`src/include/dcm_regs.svh`:
```
// Register offsets, field positions, reset values and timing counts of the diagnostic condition block.
`ifndef DCM_REGS_SVH
`define DCM_REGS_SVH
`define DCM_OFS_MASK0       4'h0
`define DCM_OFS_MASK1       4'h1
`define DCM_OFS_FLAGS0      4'h2
`define DCM_OFS_FLAGS1      4'h3
`define DCM_OFS_PINS        4'h4
`define DCM_OFS_LOAD        4'h5
`define DCM_OFS_CNTLIM0     4'h6
`define DCM_OFS_CNTLIM1     4'h7
`define DCM_OFS_DURLIM0     4'h8
`define DCM_OFS_DURLIM1     4'h9
`define DCM_OFS_TEMPHI      4'hA
`define DCM_OFS_TEMPLO      4'hB
`define DCM_BIT_CNT         0
`define DCM_BIT_DUR         1
`define DCM_BIT_XDCR        2
`define DCM_BIT_HOT         3
`define DCM_BIT_COLD        4
`define DCM_RST_MASK        5'h00
`define DCM_RST_LIMIT       32'h0000_0000
`define DCM_RST_TEMPHI      16'sh7FFF
`define DCM_RST_TEMPLO      16'sh8000
`define DCM_BLINK_MS        250
`define DCM_CLK_KHZ         125000
`define DCM_BLINK_CYC       (`DCM_BLINK_MS * `DCM_CLK_KHZ)
`endif

```
`src/include/dcm_pkg.sv`:
```
// Types shared by the diagnostic condition block.
package dcm_pkg;
    typedef logic [4:0]  dcm_cond_t;
    typedef logic [15:0] dcm_pins_t;
    typedef enum logic [1:0] {
        DCM_BUS_IDLE,
        DCM_BUS_ACK
    } dcm_bus_e;
endpackage

```
`src/logic/dcm_diag_core.sv`:
```
// Per-valve diagnostic condition words, pin summary and load fault flags behind an Avalon-MM slave.
`timescale 1ns/1ns
`default_nettype none
`include "dcm_regs.svh"

module dcm_diag_core #(
    parameter int CNT_W     = 32,
    parameter int DUR_W     = 32,
    parameter int TEMP_W    = 16,
    parameter int BLINK_CYC = `DCM_BLINK_CYC
) (
    input  wire logic              mclk_in,                 // System clock, 125 MHz.
    input  wire logic              reset_in,                // Synchronous active-high reset.
    input  wire logic [3:0]        avs_address_in,          // Word address.
    input  wire logic              avs_read_in,             // Read request.
    input  wire logic              avs_write_in,            // Write request.
    input  wire logic [31:0]       avs_writedata_in,        // Write data.
    input  wire logic [3:0]        avs_byteenable_in,       // Byte enables.
    output logic      [31:0]       avs_readdata_out,        // Read data.
    output logic                   avs_waitrequest_out,     // Stall until answer.
    input  wire logic [CNT_W-1:0]  stroke_counter_a_in,     // Valve 1 stroke counter.
    input  wire logic [CNT_W-1:0]  stroke_counter_b_in,     // Valve 2 stroke counter.
    input  wire logic [DUR_W-1:0]  stroke_duration_a_in,    // Valve 1 last stroke duration.
    input  wire logic [DUR_W-1:0]  stroke_duration_b_in,    // Valve 2 last stroke duration.
    input  wire logic              std_transducer_a_bad_in, // Valve 1 transducer bad.
    input  wire logic              std_transducer_b_bad_in, // Valve 2 transducer bad.
    input  wire logic signed [TEMP_W-1:0] board_temp_in,    // Board temperature.
    input  wire logic [5:0]        config_switch_in,        // Switches 0..5 on.
    input  wire logic              load_driver_zero_in,     // Driver 0 energized.
    input  wire logic              load_driver_one_in,      // Driver 1 energized.
    input  wire logic              dry_contact_input_one_in, // Input one shorted.
    input  wire logic              dry_contact_input_two_in, // Input two shorted.
    input  wire logic              upper_magnet_sensor_in,  // Upper sensor sees magnet.
    input  wire logic              lower_magnet_sensor_in,  // Lower sensor sees magnet.
    input  wire logic [1:0]        load_short_sense_in,     // Per-driver short sense.
    input  wire logic [1:0]        load_open_sense_in,      // Per-driver open sense.
    output logic      [4:0]        binary_in_a_out,         // Valve 1 word to binary input.
    output logic      [4:0]        binary_in_b_out,         // Valve 2 word to binary input.
    output logic      [3:0]        load_status_out,         // Short0, open0, short1, open1.
    output logic      [1:0]        driver_led_out           // Driver LEDs.
);
    if (CNT_W < 1 || CNT_W > 32 || DUR_W < 1 || DUR_W > 32 ||
        TEMP_W < 2 || TEMP_W > 16 || BLINK_CYC < 2) begin : g_bad_params
        $error("dcm_diag_core: unsupported parameter value");
    end

    dcm_pkg::dcm_cond_t mask_ff [2];
    dcm_pkg::dcm_cond_t flags_ff [2];
    logic [CNT_W-1:0]   cnt_lim_ff [2];
    logic [DUR_W-1:0]   dur_lim_ff [2];
    logic signed [TEMP_W-1:0] temp_hi_ff;
    logic signed [TEMP_W-1:0] temp_lo_ff;
    dcm_pkg::dcm_pins_t pins_ff;
    logic [3:0]         load_ff;
    logic [31:0]        blink_cnt_ff;
    logic               blink_ff;
    dcm_pkg::dcm_bus_e  bus_ff;
    logic [31:0]        nxt_rdata;

    wire logic [CNT_W-1:0] cnt_in [2] = '{stroke_counter_a_in, stroke_counter_b_in};
    wire logic [DUR_W-1:0] dur_in [2] = '{stroke_duration_a_in, stroke_duration_b_in};
    wire logic             bad_in [2] = '{std_transducer_a_bad_in, std_transducer_b_bad_in};
    wire logic             wr_go = avs_write_in && bus_ff == dcm_pkg::DCM_BUS_IDLE;

    // Each valve channel has its own mask and condition word; nothing is shared except the temperature limits.
    for (genvar ch = 0; ch < 2; ch++) begin : g_chan
        dcm_pkg::dcm_cond_t raw;
        always_comb begin
            raw = 5'h00;
            raw[`DCM_BIT_CNT]  = cnt_in[ch] > cnt_lim_ff[ch];
            raw[`DCM_BIT_DUR]  = dur_in[ch] > dur_lim_ff[ch];
            raw[`DCM_BIT_XDCR] = bad_in[ch];
            raw[`DCM_BIT_HOT]  = board_temp_in > temp_hi_ff;
            raw[`DCM_BIT_COLD] = board_temp_in < temp_lo_ff;
        end

        // Mask writes do not depend on any mode of the owning block.
        always_ff @(posedge mclk_in) begin
            if (reset_in) begin
                mask_ff[ch] <= `DCM_RST_MASK;
            end else if (wr_go && avs_byteenable_in[0] &&
                         avs_address_in == (ch == 0 ? `DCM_OFS_MASK0 : `DCM_OFS_MASK1)) begin
                mask_ff[ch] <= avs_writedata_in[4:0];
            end
        end

        // Recomputed every cycle from live conditions, so a cleared condition drops its bit at once.
        always_ff @(posedge mclk_in) begin
            if (reset_in) begin
                flags_ff[ch] <= 5'h00;
            end else begin
                flags_ff[ch] <= raw & mask_ff[ch];
            end
        end

        always_ff @(posedge mclk_in) begin
            if (reset_in) begin
                cnt_lim_ff[ch] <= CNT_W'(`DCM_RST_LIMIT);
                dur_lim_ff[ch] <= DUR_W'(`DCM_RST_LIMIT);
            end else if (wr_go) begin
                if (avs_address_in == (ch == 0 ? `DCM_OFS_CNTLIM0 : `DCM_OFS_CNTLIM1))
                    cnt_lim_ff[ch] <= avs_writedata_in[CNT_W-1:0];
                if (avs_address_in == (ch == 0 ? `DCM_OFS_DURLIM0 : `DCM_OFS_DURLIM1))
                    dur_lim_ff[ch] <= avs_writedata_in[DUR_W-1:0];
            end
        end

    end

    always_ff @(posedge mclk_in) begin
        if (reset_in) begin
            binary_in_a_out <= 5'h00;
            binary_in_b_out <= 5'h00;
        end else begin
            binary_in_a_out <= flags_ff[0];
            binary_in_b_out <= flags_ff[1];
        end
    end

    always_ff @(posedge mclk_in) begin
        if (reset_in) begin
            temp_hi_ff <= TEMP_W'(`DCM_RST_TEMPHI);
            temp_lo_ff <= TEMP_W'(`DCM_RST_TEMPLO);
        end else if (wr_go) begin
            if (avs_address_in == `DCM_OFS_TEMPHI)
                temp_hi_ff <= avs_writedata_in[TEMP_W-1:0];
            if (avs_address_in == `DCM_OFS_TEMPLO)
                temp_lo_ff <= avs_writedata_in[TEMP_W-1:0];
        end
    end

    always_ff @(posedge mclk_in) begin
        if (reset_in) begin
            pins_ff <= 16'h0000;
        end else begin
            pins_ff <= {4'h0,
                        lower_magnet_sensor_in, upper_magnet_sensor_in,
                        dry_contact_input_two_in, dry_contact_input_one_in,
                        load_driver_one_in, load_driver_zero_in,
                        config_switch_in};
        end
    end

    // Faults are only qualified while the driver is energized, so an idle output never reports open.
    always_ff @(posedge mclk_in) begin
        if (reset_in) begin
            load_ff <= 4'h0;
        end else begin
            load_ff <= {load_open_sense_in[1] & load_driver_one_in,
                        load_short_sense_in[1] & load_driver_one_in,
                        load_open_sense_in[0] & load_driver_zero_in,
                        load_short_sense_in[0] & load_driver_zero_in};
        end
    end

    always_ff @(posedge mclk_in) begin
        if (reset_in) begin
            blink_cnt_ff <= 32'h0000_0000;
            blink_ff     <= 1'b0;
        end else if (blink_cnt_ff >= 32'(BLINK_CYC - 1)) begin
            blink_cnt_ff <= 32'h0000_0000;
            blink_ff     <= ~blink_ff;
        end else begin
            blink_cnt_ff <= blink_cnt_ff + 32'h0000_0001;
        end
    end

    // A faulted driver's LED blinks; otherwise it mirrors the driver state.
    always_ff @(posedge mclk_in) begin
        if (reset_in) begin
            driver_led_out  <= 2'b00;
            load_status_out <= 4'h0;
        end else begin
            driver_led_out[0] <= (load_ff[1:0] != 2'b00) ? blink_ff : load_driver_zero_in;
            driver_led_out[1] <= (load_ff[3:2] != 2'b00) ? blink_ff : load_driver_one_in;
            load_status_out   <= load_ff;
        end
    end

    always_comb begin
        nxt_rdata = 32'h0000_0000;
        unique case (avs_address_in)
            `DCM_OFS_MASK0:   nxt_rdata = {27'h0, mask_ff[0]};
            `DCM_OFS_MASK1:   nxt_rdata = {27'h0, mask_ff[1]};
            `DCM_OFS_FLAGS0:  nxt_rdata = {27'h0, flags_ff[0]};
            `DCM_OFS_FLAGS1:  nxt_rdata = {27'h0, flags_ff[1]};
            `DCM_OFS_PINS:    nxt_rdata = {16'h0, pins_ff};
            `DCM_OFS_LOAD:    nxt_rdata = {28'h0, load_ff};
            `DCM_OFS_CNTLIM0: nxt_rdata = 32'(cnt_lim_ff[0]);
            `DCM_OFS_CNTLIM1: nxt_rdata = 32'(cnt_lim_ff[1]);
            `DCM_OFS_DURLIM0: nxt_rdata = 32'(dur_lim_ff[0]);
            `DCM_OFS_DURLIM1: nxt_rdata = 32'(dur_lim_ff[1]);
            `DCM_OFS_TEMPHI:  nxt_rdata = 32'(unsigned'(temp_hi_ff));
            `DCM_OFS_TEMPLO:  nxt_rdata = 32'(unsigned'(temp_lo_ff));
            default:          nxt_rdata = 32'h0000_0000;
        endcase
    end

    // One wait cycle per access keeps read data registered; unmapped addresses read zero.
    always_ff @(posedge mclk_in) begin
        if (reset_in) begin
            bus_ff              <= dcm_pkg::DCM_BUS_IDLE;
            avs_waitrequest_out <= 1'b1;
            avs_readdata_out    <= 32'h0000_0000;
        end else begin
            unique case (bus_ff)
                dcm_pkg::DCM_BUS_IDLE: begin
                    avs_waitrequest_out <= 1'b1;
                    if (avs_read_in || avs_write_in) begin
                        bus_ff              <= dcm_pkg::DCM_BUS_ACK;
                        avs_waitrequest_out <= 1'b0;
                        avs_readdata_out    <= avs_read_in ? nxt_rdata : 32'h0000_0000;
                    end
                end
                dcm_pkg::DCM_BUS_ACK: begin
                    bus_ff              <= dcm_pkg::DCM_BUS_IDLE;
                    avs_waitrequest_out <= 1'b1;
                end
            endcase
        end
    end
endmodule
`default_nettype wire

```
`config.mk`:
```
export PLATFORM = sky130hd
export DESIGN_NAME = dcm_diag_core
export DESIGN_NICKNAME = d
export VERILOG_FILES = /design/src/include/dcm_pkg.sv /design/src/logic/dcm_diag_core.sv
export VERILOG_INCLUDE_DIRS = /design/src /design/src/include
export SDC_FILE = /design/constraint.sdc
export NUM_CORES = 1
export LEC_CHECK = 0
export BUFFER_PORTS_ARGS = -buffer_cell sky130_fd_sc_hd__buf_4
export CORE_ASPECT_RATIO = 1.5
export CORE_MARGIN = 8
export CORE_UTILIZATION = 25
export DETAILED_ROUTE_END_ITERATION = 10
export GPL_TIMING_DRIVEN = 0
export PLACE_DENSITY_LB_ADDON = 0.2
export SLEW_MARGIN = 20
export SYNTH_ARGS = -nofsm -noshare
export SYNTH_HDL_FRONTEND = slang
export SYNTH_SLANG_ARGS = --single-unit
```
`constraint.sdc`:
```
create_clock -name mclk_in -period 2.9 [get_ports mclk_in]
set_clock_uncertainty 0.15 [all_clocks]
set_input_delay 0.435 -clock mclk_in [delete_from_list [all_inputs] [get_ports mclk_in]]
set_output_delay 0.435 -clock mclk_in [all_outputs]
set_load 0.01 [all_outputs]
```
# --- Word-level counts from Yosys, hierarchy flattened ---
# Memories as Yosys holds them, arrays and structs flattened.
# Cells that the tools add are included.
# Widths: inputs -> output; s select.
classes:
  muxes: 41
  magnitude_cmp: 7
  bitwise_logic: 15
  add_sub_neg: 1
  n_reduce_logical: 13
  eq_ne: 13
ops:
  columns: ["op", "n"]
  rows:
  - ["$pmux 32 s12", 1]
  - ["$mux 32", 5]
  - ["$gt 32x32->1", 4]
  - ["$add 32x1->32 const B", 1]
  - ["$ge 32x25->1 const B", 1]
  - ["$mux 1", 28]
  - ["$mux 5", 4]
  - ["$eq 4x3->1 const B", 4]
  - ["$eq 4x4->1 const B", 4]
  - ["$gt 16x16->1", 1]
  - ["$lt 16x16->1", 1]
  - ["$and 5x5->5", 2]
  - ["$eq 4x2->1 const B", 2]
  - ["$or 1x1->1", 8]
  - ["$reduce_and 2->1", 3]
  - ["$and 1x1->1", 4]
  - ["$eq 4x1->1 const B", 1]
  - ["$logic_and 1x1->1", 4]
  - ["$logic_not 4->1", 1]
  - ["$pmux 2 s2", 1]
  - ["$reduce_bool 2->1", 2]
  - ["$eq 2x1->1 const B", 1]
  - ["$logic_not 2->1", 1]
  - ["$mux 2", 1]
  - ["other kinds (5)", 5]
totals:
  in_bits: 206
  memories: 4
  ff_bits: 136
  word_cells: 108
  mem_bits_rw: 148
mem_list:
  columns: ["name", "words", "width", "read_ports", "rd_ports_with_merged_regs", "write_ports", "line_no", "text"]
  rows:
  - ["cnt_lim_ff", 2, 32, 2, 0, 2, "dcm_diag_core.sv:49", "logic [CNT_W-1:0] cnt_lim_ff [2];"]
  - ["dur_lim_ff", 2, 32, 2, 0, 2, "dcm_diag_core.sv:50", "logic [DUR_W-1:0] dur_lim_ff [2];"]
  - ["flags_ff", 2, 5, 2, 0, 2, "dcm_diag_core.sv:48", "dcm_pkg::dcm_cond_t flags_ff [2];"]
  - ["mask_ff", 2, 5, 2, 0, 2, "dcm_diag_core.sv:47", "dcm_pkg::dcm_cond_t mask_ff [2];"]

# --- Longest topological paths before layout ---
# Gate-level depths: netlist of run 1.
logic_depth:
  depth_word: 8
  mapped_depth: 8
  mapped_depth_nobuf: 7

# --- Worst setup path before layout of run 1 ---
# No wires, ideal clock.
synth_timing:
  path_type: "input -> register"
  from: "in avs_address_in[0]"
  to: "mem dur_lim_ff[0][0] (enable)"
  required_time_ps: 2362
  n_path_buf: 2
  arrival_ps: 2041
  stages: 4
  slack_ps: 321
  cell_sequence: "buf_2 > nor4b_2 > clkbuf_1 > a21o_1"
synth_rtl:
  columns: ["element", "line_no", "text"]
  rows:
  - ["start: declaration", "dcm_diag_core.sv:14", "input wire logic [3:0] avs_address_in,"]
  - ["end: declaration", "dcm_diag_core.sv:50", null]

==> impl_results.md, run 1 <==
* Sequential Area at 6970 um2
* P_leak at between 8 and 9 nW
* Total die area at roughly 70,000 um2
* Worst VDD drop at between 0.3 and 0.4 mV
* R2R cell count at 6
* Slew @ Worst Pin at slightly above 1000 ps
* Area delta synth->final at 28.7%
* Final Slew Violations at 0
* Hold EP: temp_hi_ff[6]
* Pwr per Cell Area at slightly below 500 nW/um2
* Clock transition at the registers of the reported paths at around 60 ps
* F_max at roughly 350 MHz
* Largest net degree at the start of global routing at 26
* Post-DRT Antenna Nets at 0
* Most frequent cell after synthesis: inv_1
* Crit-path max FO at 4
* Initial antenna violation count at 8
* HPWL after DPL at roughly 53 mm
* RSZ-0062 raised after global routing: no
* Post-synthesis sequential area ratio at 0.453
* Worst hold path stage count at 2
* Post-synth top flop: dfxtp_1
* 1st-pass router iterations at 7
* Synth Warn # at 0
* Clock buffer depth at 3
* I/O Buffers at 250
* Starting density of the core at 0.252
* Filler cell count at around 6,300
* Vias in the first global route at about 14,000
* Min-delay src: avs_writedata_in[6]
* Die H at approximately 320 um
* Post-CTS Setup Inserts at 0
* Detailed-route via count at approximately 13,000
* DRC at 0
* Synth top area share at 0.270
* I/O pins at ~260
* Syn avg cell area at roughly 10 um2
* Post-Synthesis Cells at 1,542
* Minimum clock period at roughly 2900 ps
* Die Wd at 218 um
* Inst Count DP at ~2,600
* Min Hold Slack at 21.6 ps
* R2r startpoint: dur_lim_ff[1][30]
* Fin cells at approximately 2,700
* Crit share post-route at 0.985
* Row count at 111
* DR iter-0 viols at roughly 810
* MaxCap Viol Count at 0
* Worst rel slew slack at 0.312
* Final nets at between 2,000 and 2,500
* Vias/cell at 4.79
* Wirelength per Cell at roughly 24 um
* CTS Root Cell: clkbuf_16
* H-tree levels at 1
* Final setup fails at 0
* Final wirelength at between 60 and 70 mm
* CTS tree: yes
* Global route total overflow at 0
* Met2 Track Usage GR at 0.340
* Tot GR Track Use at 0.179
* R2r endpoint: flags_ff[1][1]
* Final Util at 0.324
* Arr. time, crit path at approximately 3200 ps
* Synth top area cells: edfxtp_1 27%, dfxtp_1 18%, ha_1 13%
* Gr busiest metal: met2
* Synthesized area at around 15,000 um2
* First-pass GRT wire length at 91.4 mm
* Post-synthesis register bit count at ~280
* Setup crit end kind: flip-flop
* Flop2flop setup slack at around 44 ps
* M3 GR Usage at 0.0324
* Fin. Hold Viols at 0
* GPL Wtd Cong at 0.900
* Layout cell share with drive strength beyond 1 at 0.191
* Critical Path RT at approximately 3200 ps
* Outcome: complete, no violations
* Most instantiated cells after synthesis: 169 x inv_1, 160 x ha_1, 145 x and2_1
* Multi-input logic area at roughly 7500 um2
* Critical path class: reg2reg
* Number of synthesized flops with an enable pin at roughly 140
* Startpoint Class: flip-flop
* Cell variety after synth at 71
* M1 GR Usage at 0.191
* Core Region at around 61,000 um2
* CTS Sinks at 279
* Top cell type by total area after synthesis: edfxtp_1
* Async set or reset register ratio after synthesis at 0
* CTS buffer count at 31
* Worst-Skew Late Latency at 580 ps
* Min-Delay Path Class: in2reg
## flip-flops by register name, indices dropped and copies added (netlist names), 10 cells and up
register / flops
cnt_lim_ff: 64
blink_cnt_ff: 32
pins_ff: 12
avs_readdata_out: 32
mask_ff: 10
flags_ff: 10
dur_lim_ff: 64
temp_hi_ff: 16
temp_lo_ff: 16
## worst max-delay path by stage
stage / slack, ps / to / start
floorplan: 320 / dur_lim_ff[0][0] / avs_address_in[0]
global placement: -1770 / dur_lim_ff[0][24] / reset_in
detailed placement: -1130 / cnt_lim_ff[0][18] / reset_in
CTS: 80 / cnt_lim_ff[0][18] / reset_in
global route: 90 / flags_ff[1][1] / dur_lim_ff[1][30]
finish: 40 / flags_ff[1][1] / dur_lim_ff[1][30]
## per-stage QoR
stage	setup TNS, ps	setup WS [ps]	instance area [um2]	power, mW
2_1_floorplan	0	321	15400	4.94
3_3_place_gp	-230010	-1770	18300	5.59
3_5_place_dp	-126340	-1130	18400	5.63
4_1_cts	0	79.7	19800	9.70
5_1_grt	0	87.8	19800	9.94
6_report	0	44.3	19800	9.60
## report_power, final
| part | total (mW) | switching (mW) | internal (mW) | leakage (nW) |
|---|---|---|---|---|
| clock network | 4.02 | 1.72 | 2.30 | 0.499 |
| registers | 4.35 | 0.0904 | 4.26 | 2.57 |
| logic | 1.23 | 0.697 | 0.530 | 5.05 |
| total | 9.60 | 2.50 | 7.09 | 8.12 |
## metal layers
layer | up-vias | part of all wire
li1 | 6187 | -
met2 | 361 | 0.53
met4 | 14 | 0.038
met1 | 6225 | 0.37
met5 | - | 0.0014
met3 | 103 | 0.055
## area by class of cell
cell class                 instances  area share
sequential                       279       0.352
tap                              791      0.0500
multi-input combinational       1031       0.378
buffer                            67      0.0158
clock inverter                    13     0.00601
clock buffer                      44      0.0450
inverter                         170      0.0323
antenna                            1    0.000127
timing repair buffer             295       0.120
## cell families (layout without fill, tap and decap cells)
family,after synthesis,count (layout),synth area share
flip-flops,279,279,0.453
other,1,8,0.000244
AO/OA/AOI/OAI,334,334,0.146
XOR/XNOR,22,22,0.0125
buffers and inverters,238,589,0.0620
multiplexers,7,7,0.00489
adder cells (fa/ha/maj),160,160,0.130
AND/OR/NAND/NOR,501,501,0.190
## repair_timing
| item | 4_1_cts | 5_1_grt |
|---|---|---|
| endpoints found under the hold margin | 81 | 0 |
| gates resized for setup | 2 | 0 |
| setup endpoints to repair | 126 | 1 |
| hold buffers | 41 | 0 |
| cloned | 0 | 0 |
## worst max-delay path: stages (launching register included)
cell and delay [ps]:
edfxtp_1 380, inv_1 90, ha_1 310, nand4_1 240, nor4_1 890, o41ai_1 220
a21boi_0 430
## cell usage in the layout, fill, tap and decap left out, drive strengths merged, types with 7 or more instances in the layout
cell         synthesis  routed
a211o               16      16
a211oi              14      14
a21boi               7       7
a21o                25      25
a21oi              123     123
a222oi              11      11
a22oi               64      64
a31oi               15      15
and2               145     145
and4                 9       9
buf                 23     277
clkbuf              45      88
clkinv               0       9
conb                 1       7
dfxtp              141     141
dlygate4sd3          0      41
edfxtp             138     138
ha                 160     160
inv                170     171
nand2               75      75
nand3               39      39
nand3b               7       7
nand4               37      37
nor2                87      87
nor2b               36      36
nor3                21      21
nor4                10      10
o21ai               15      15
xnor2               19      19
No activity file was read; power rests on OpenSTA's default activity.
==> run 2, diff against run 1 <==
- HOLD_SLACK_MARGIN: not set -> 0.03
- clock period: 2.9 -> 2.4 ns (I/O delays scaled with it)
==> impl_results.md, run 2 (same netlist as run 1, synthesis figures left out) <==
* Final setup margin at 8.75 ps (was 44.3 ps)
* H-tree levels at 2 (was 1)
* Row count at 111 (unchanged)
* Core Region at 61,000 um2 (unchanged)
* Hold EP: pins_ff[6] (was temp_hi_ff[6])
* Largest regs: cnt_lim_ff (64), dur_lim_ff (64) (unchanged)
* Die Wd at 218 um (unchanged)
* Worst hold path stage count at 2 (unchanged)
* Wirelength per Cell at 23.9 um (was 24.0 um)
* Min-Delay Path Class: in2reg (unchanged)
* Final wirelength at 64.7 mm (was 64.5 mm)
* Clock transition at the registers of the reported paths at 60 ps (about the same)
* Post-DRT Antenna Nets at 0 (unchanged)
* Critical path class: reg2reg (unchanged)
* Startpoint Class: flip-flop (unchanged)
* Clock buffer depth at 3 (unchanged)
* 1st-pass router iterations at 6 (was 7)
* Area delta synth->final at 30.9% (was 28.7%)
* I/O Buffers at 250 (unchanged)
* Flop2flop setup slack at 9 ps (was 40 ps)
* F_max at 418 MHz (was 350 MHz)
* Crit share post-route at 0.996 (was 0.985)
* Flop pwr share at 0.433 (was 0.453)
* Filler cell count at 6,271 (was 6,286)
* DR iter-0 viols at 860 (was 811)
* Post-Place Setup Slack at -1710 ps (was -1130 ps)
* Final setup fails at 0 (unchanged)
* DRC at 0 (unchanged)
* Detailed-route via count at 12,994 (was 12,890)
* Arr. time, crit path at 2670 ps (was 3150 ps)
* R2r endpoint: flags_ff[0][0] (was flags_ff[1][1])
* Slowest cell on crit path: nor3_4 (was nor4_1)
* Die H at 320 um (unchanged)
* Tot GR Track Use at 0.179 (about the same)
* Crit-path max FO at 3 (was 4)
* CTS tree: yes (unchanged)
* Critical Path RT at 2680 ps (was 3190 ps)
* CTS Root Cell: clkbuf_16 (unchanged)
* CTS buffer count at 34 (was 31)
* R2r startpoint: cnt_lim_ff[0][15] (was dur_lim_ff[1][30])
* Slew @ Worst Pin at 1010 ps (was 1030 ps)
* Layout cell share with drive strength beyond 1 at 0.205 (was 0.191)
* Commonest cells after routing, fill and taps aside: 253 x buf_4, 169 x inv_1, 160 x ha_1 (was 250 x buf_4, 169 x inv_1, 160 x ha_1)
* Max stage delay on crit path at 400 ps (was 890 ps)
* Minimum clock period at 2390 ps (was 2860 ps)
* Final Instance Area at 20,100 um2 (was 19,800 um2)
* Net switching power at 3.16 mW (was 2.50 mW)
* P_leak at 8.29 nW (was 8.12 nW)
* R2R cell count at 7 (was 6)
* Area post-placement at 18,300 um2 (was 18,400 um2)
* MaxCap Viol Count at 0 (unchanged)
* Power Total at 12.2 mW (was 9.60 mW)
* CTS Sinks at 279 (unchanged)
* First-pass GRT wire length at 91.6 mm (was 91.4 mm)
* GPL Wtd Cong at 0.879 (was 0.900)
* Final Util at 0.330 (was 0.324)
* Final nets at 2,252 (was 2,241)
* CP startpoint: cnt_lim_ff[0][15] (was dur_lim_ff[1][30])
* Switching share of power at 0.260 (was 0.261)
* Worst VDD drop at 0.357 mV (was 0.378 mV)
* Global route total overflow at 0 (unchanged)
* P_int at 9.00 mW (was 7.09 mW)
* Final Slew Violations at 0 (unchanged)
* Commonest non-fill, non-tap cell in the layout: buf_4 (unchanged)
* Clk network pwr share at 0.444 (was 0.419)
* Multi-input logic area at 7620 um2 (was 7480 um2)
* Final setup TNS at 0 ps (unchanged)
* Min-delay src: reset_in (was avs_writedata_in[6])
* I/O pins at 255 (unchanged)
* Logic pwr share at 0.123 (was 0.128)
* Vias in the first global route at 13,612 (was 13,583)
* Worst-Skew Late Latency at 540 ps (was 580 ps)
* Vias/cell at 4.80 (was 4.79)
* HPWL after DPL at 51.7 mm (was 52.6 mm)
* Initial antenna violation count at 5 (was 8)
* Worst rel slew slack at 0.329 (was 0.312)
* Fin. Hold Viols at 0 (unchanged)
* Outcome: complete, no violations (unchanged)
* Total die area at 69,800 um2 (unchanged)
* Starting density of the core at 0.252 (unchanged)
* Sequential Area at 6970 um2 (about the same)
* Pwr per Cell Area at 604 nW/um2 (was 485 nW/um2)
* Largest net degree at the start of global routing at 33 (was 26)
* Crit-path cells: inv_1 > ha_1 > nand4_1 > nor3_4 > a21boi_0 > o41ai_1 > a21boi_1 (was inv_1 > ha_1 > nand4_1 > nor4_1 > o41ai_1 > a21boi_0)
* Setup crit end kind: flip-flop (unchanged)
## run 2: changes by cell type in the layout (fill, tap and decap cells not counted), moves of 3 or more
cell | previous run | this run
nor4_1 | 9 | 4
buf_4 | 250 | 253
clkbuf_16 | 32 | 35
nor3_1 | 20 | 17
nor4_2 | 1 | 4
clkbuf_2 | 1 | 8
a211oi_1 | 14 | 11
dlygate4sd3_1 | 41 | 50
a21o_2 | 4 | 0
inv_6 | 1 | 4
clkbuf_1 | 50 | 41
a21o_4 | 0 | 4
a211oi_2 | 0 | 3
## run 2: stage by stage
step,hold WS [ps],instances
after floorplan,273,1548
after global placement,285,2589
after detailed placement,290,2589
after CTS,67.1,2702
after global routing,101,2703
final,91.6,2706
## run 2: worst max-delay path by stage
stage	end	slack, ps	depth (start not counted)
floorplan	dur_lim_ff[0][0]	160	4
global placement	cnt_lim_ff[1][8]	-1750	5
detailed placement	cnt_lim_ff[1][8]	-1710	5
CTS	flags_ff[0][0]	10	7
global route	flags_ff[0][4]	-0.9	7
finish	flags_ff[0][0]	9	7
## run 2: power groups by stage
stage,combinational (mW),sequential (mW),clock (mW)
2_1_floorplan,0.653,5.32,0
3_3_place_gp,1.39,5.36,0
3_5_place_dp,1.42,5.36,0
4_1_cts,1.52,5.26,5.52
5_1_grt,1.64,5.27,5.68
6_report,1.50,5.26,5.40
## run 2: critical path: cells and delay by family, from the launching register on
kind	cells	cell delay (ps)
AO/OA/AOI/OAI	3	670
adder cells (fa/ha/maj)	1	360
buffers and inverters	1	50
flip-flops	1	370
AND/OR/NAND/NOR	2	690
## run 2: final cells by class
type,count,share of cell area
plain buffers,67,0.0167
repair buffers,303,0.119
clock buffers,42,0.0458
multi-input cells,1031,0.379
clock inverters,20,0.0114
flip-flops and latches,279,0.346
inverters,170,0.0317
diodes,3,0.000373
well taps,791,0.0492
## run 2: repair_timing
item                                    4_1_cts  5_1_grt
pin swaps                                     2        0
hold buffers                                 50        0
setup buffers                                 2        1
endpoints found under the setup margin      165       37
hold endpoints to repair                    124        0
resized for setup                            29       14
## run 2: layer usage
| layer | GRT usage | up-vias | part of all wire |
|---|---|---|---|
| met3 | 0.0308 | 109 | 0.054 |
| met1 | 0.192 | 6250 | 0.37 |
| met2 | 0.333 | 405 | 0.52 |
| met4 | 0.0848 | 4 | 0.048 |
| met5 | 0 | - | 0.00036 |
| li1 | - | 6226 | - |
==> run 3, diff against run 2 <==
- CELL_PAD_IN_SITES_DETAIL_PLACEMENT: not set -> 0
- CELL_PAD_IN_SITES_GLOBAL_PLACEMENT: not set -> 1
==> impl_results.md, run 3 (same netlist as run 1, synthesis figures left out) <==
* RSZ-0062 raised after global routing: no
* Die H at 320 um (unchanged)
* Startpoint Class: flip-flop (unchanged)
* Final wirelength at 65.9 mm (was 64.7 mm)
* F_max at 431 MHz (was 418 MHz)
* MaxCap Viol Count at 0 (unchanged)
* Final Slew Violations at 0 (unchanged)
* CTS buffer count at 31 (was 34)
* Worst VDD drop at 0.472 mV (was 0.357 mV)
* Global route total overflow at 0 (unchanged)
* Initial antenna violation count at 7 (was 5)
* Row count at 111 (unchanged)
* Clock transition at the registers of the reported paths at 60 ps (about the same)
* R2r startpoint: temp_lo_ff[9] (was cnt_lim_ff[0][15])
* DR iter-0 viols at 687 (was 860)
* Setup crit end kind: flip-flop (unchanged)
* Critical Path RT at 2720 ps (was 2680 ps)
* 1st-pass router iterations at 5 (was 6)
* Detailed-route via count at 13,026 (was 12,994)
* Largest net degree at the start of global routing at 33 (unchanged)
* Crit-path max FO at 3 (unchanged)
* CTS tree: yes (unchanged)
* Worst setup path endpoint: flags_ff[1][4] (was flags_ff[0][0])
* R2r endpoint: flags_ff[1][4] (was flags_ff[0][0])
* Filler cell count at 6,331 (was 6,271)
* Min-Delay Path Class: in2reg (unchanged)
* Vias in the first global route at 14,027 (was 13,612)
* Commonest cells after routing, fill and taps aside: 252 x buf_4, 169 x inv_1, 160 x ha_1 (was 253 x buf_4, 169 x inv_1, 160 x ha_1)
* HPWL after DPL at 52.8 mm (was 51.7 mm)
* Fin cells at 2,706 (unchanged)
* Post-Place Setup Slack at -1750 ps (was -1710 ps)
* GPL Wtd Cong at 0.869 (was 0.879)
* Commonest non-fill, non-tap cell in the layout: buf_4 (unchanged)
* Tot GR Track Use at 0.184 (was 0.179)
* Vias/cell at 4.81 (was 4.80)
* Post-DRT Antenna Nets at 0 (unchanged)
* Power Total at 11.7 mW (was 12.2 mW)
* I/O pins at 255 (unchanged)
* Crit share post-route at 0.966 (was 0.996)
* R2R cell count at 7 (unchanged)
* Arr. time, crit path at 2640 ps (was 2670 ps)
* H-tree levels at 1 (was 2)
* Slew @ Worst Pin at 1020 ps (was 1010 ps)
* Final setup margin at 80.8 ps (was 8.75 ps)
* Inst Count DP at 2,589 (unchanged)
* Minimum clock period at 2320 ps (was 2390 ps)
* Min Hold Slack at 139 ps (was 91.6 ps)
* Worst rel slew slack at 0.323 (was 0.329)
* Clock buffer depth at 3 (unchanged)
* Worst-Skew Late Latency at 590 ps (was 540 ps)
* Layout cell share with drive strength beyond 1 at 0.202 (was 0.205)
* First-pass GRT wire length at 94.7 mm (was 91.6 mm)
* Sequential Area at 6970 um2 (unchanged)
* Pwr per Cell Area at 586 nW/um2 (was 604 nW/um2)
* Final Util at 0.328 (was 0.330)
* Flop2flop setup slack at 80 ps (was 9 ps)
* Fin. Hold Viols at 0 (unchanged)
* Total die area at 69,800 um2 (unchanged)
* CTS Sinks at 279 (unchanged)
* Area delta synth->final at 30.2% (was 30.9%)
* I/O Buffers at 250 (unchanged)
* Final setup fails at 0 (unchanged)
* Core Region at 61,000 um2 (unchanged)
* CP startpoint: temp_lo_ff[9] (was cnt_lim_ff[0][15])
* Min-delay src: reset_in (unchanged)
* DRC at 0 (unchanged)
* Multi-input logic area at 7630 um2 (was 7620 um2)
* Starting density of the core at 0.252 (unchanged)
* P_leak at 8.22 nW (was 8.29 nW)
* Die Wd at 218 um (unchanged)
* Critical path class: reg2reg (unchanged)
* CTS Root Cell: clkbuf_16 (unchanged)
* Outcome: complete, no violations (unchanged)
* Final nets at 2,249 (was 2,252)
* Largest regs: cnt_lim_ff (64), dur_lim_ff (64) (unchanged)
* Wirelength per Cell at 24.4 um (was 23.9 um)
-- run 3: cell types whose count changed in the layout (fill, tap and decap cells not counted), moves of 3 or more --
| cell | change |
|---|---|
| clkbuf_1 | +3 |
| clkbuf_16 | -3 |
| clkbuf_8 | +4 |
| diode_2 | +4 |
-- run 3: area by class of cell --
type / count / share of cell area
Multi-Input combinational cell: 1031 / 0.381
Sequential cell: 279 / 0.348
Timing Repair Buffer: 302 / 0.120
Tap cell: 791 / 0.0495
Clock buffer: 44 / 0.0453
Inverter: 170 / 0.0319
Buffer: 68 / 0.0166
Clock inverter: 14 / 0.00669
Antenna cell: 7 / 0.000876
-- run 3: through the flow --
| stage | setup TNS, ps | area, um2 |
|---|---|---|
| after floorplan | 0 | 15400 |
| after detailed placement | -294210 | 18300 |
| after global placement | -293930 | 18300 |
| after CTS | 0 | 19900 |
| final | 0 | 20000 |
| after global routing | 0 | 20000 |
-- run 3: repair_timing --
| item | 4_1_cts | 5_1_grt |
|---|---|---|
| hold buffers | 50 | 0 |
| resized for setup | 24 | 18 |
| cloned | 0 | 0 |
| setup endpoints to repair | 152 | 93 |
| pin swaps | 1 | 2 |
| buffers inserted | 2 | 0 |
| endpoints found under the hold margin | 189 | 0 |
-- run 3: layer usage --
metal	part of all wire	global-route usage	vias up	routed length, um
met3	0.055	0.0324	111	3660
met5	0	0	-	0
met4	0.048	0.0803	0	3140
met2	0.53	0.346	394	34700
li1	-	-	6213	-
met1	0.37	0.198	6308	24400
-- run 3: power by group --
part           internal (mW)  switching (mW)
sequential              5.15           0.109
clock                   2.84            2.12
combinational          0.642           0.861
total                   8.64            3.09
-- run 3: how the worst min path moves through the flow --
| stage | end | slack [ps] | cells after the start |
|---|---|---|---|
| finish | blink_cnt_ff[16] | 140 | 4 |
| global route | blink_cnt_ff[16] | 140 | 4 |
| floorplan | blink_cnt_ff[0] | 270 | 1 |
| CTS | blink_cnt_ff[16] | 110 | 4 |
| global placement | blink_cnt_ff[0] | 280 | 1 |
| detailed placement | blink_cnt_ff[0] | 300 | 1 |
-- run 3: worst max-delay path: stages (launching register included) --
cell and delay (ps):
dfxtp_2 340, inv_1 50, ha_1 320, a211oi_2 240, o21ai_0 140, a41o_1 290, a221oi_4 310, mux2_2 370
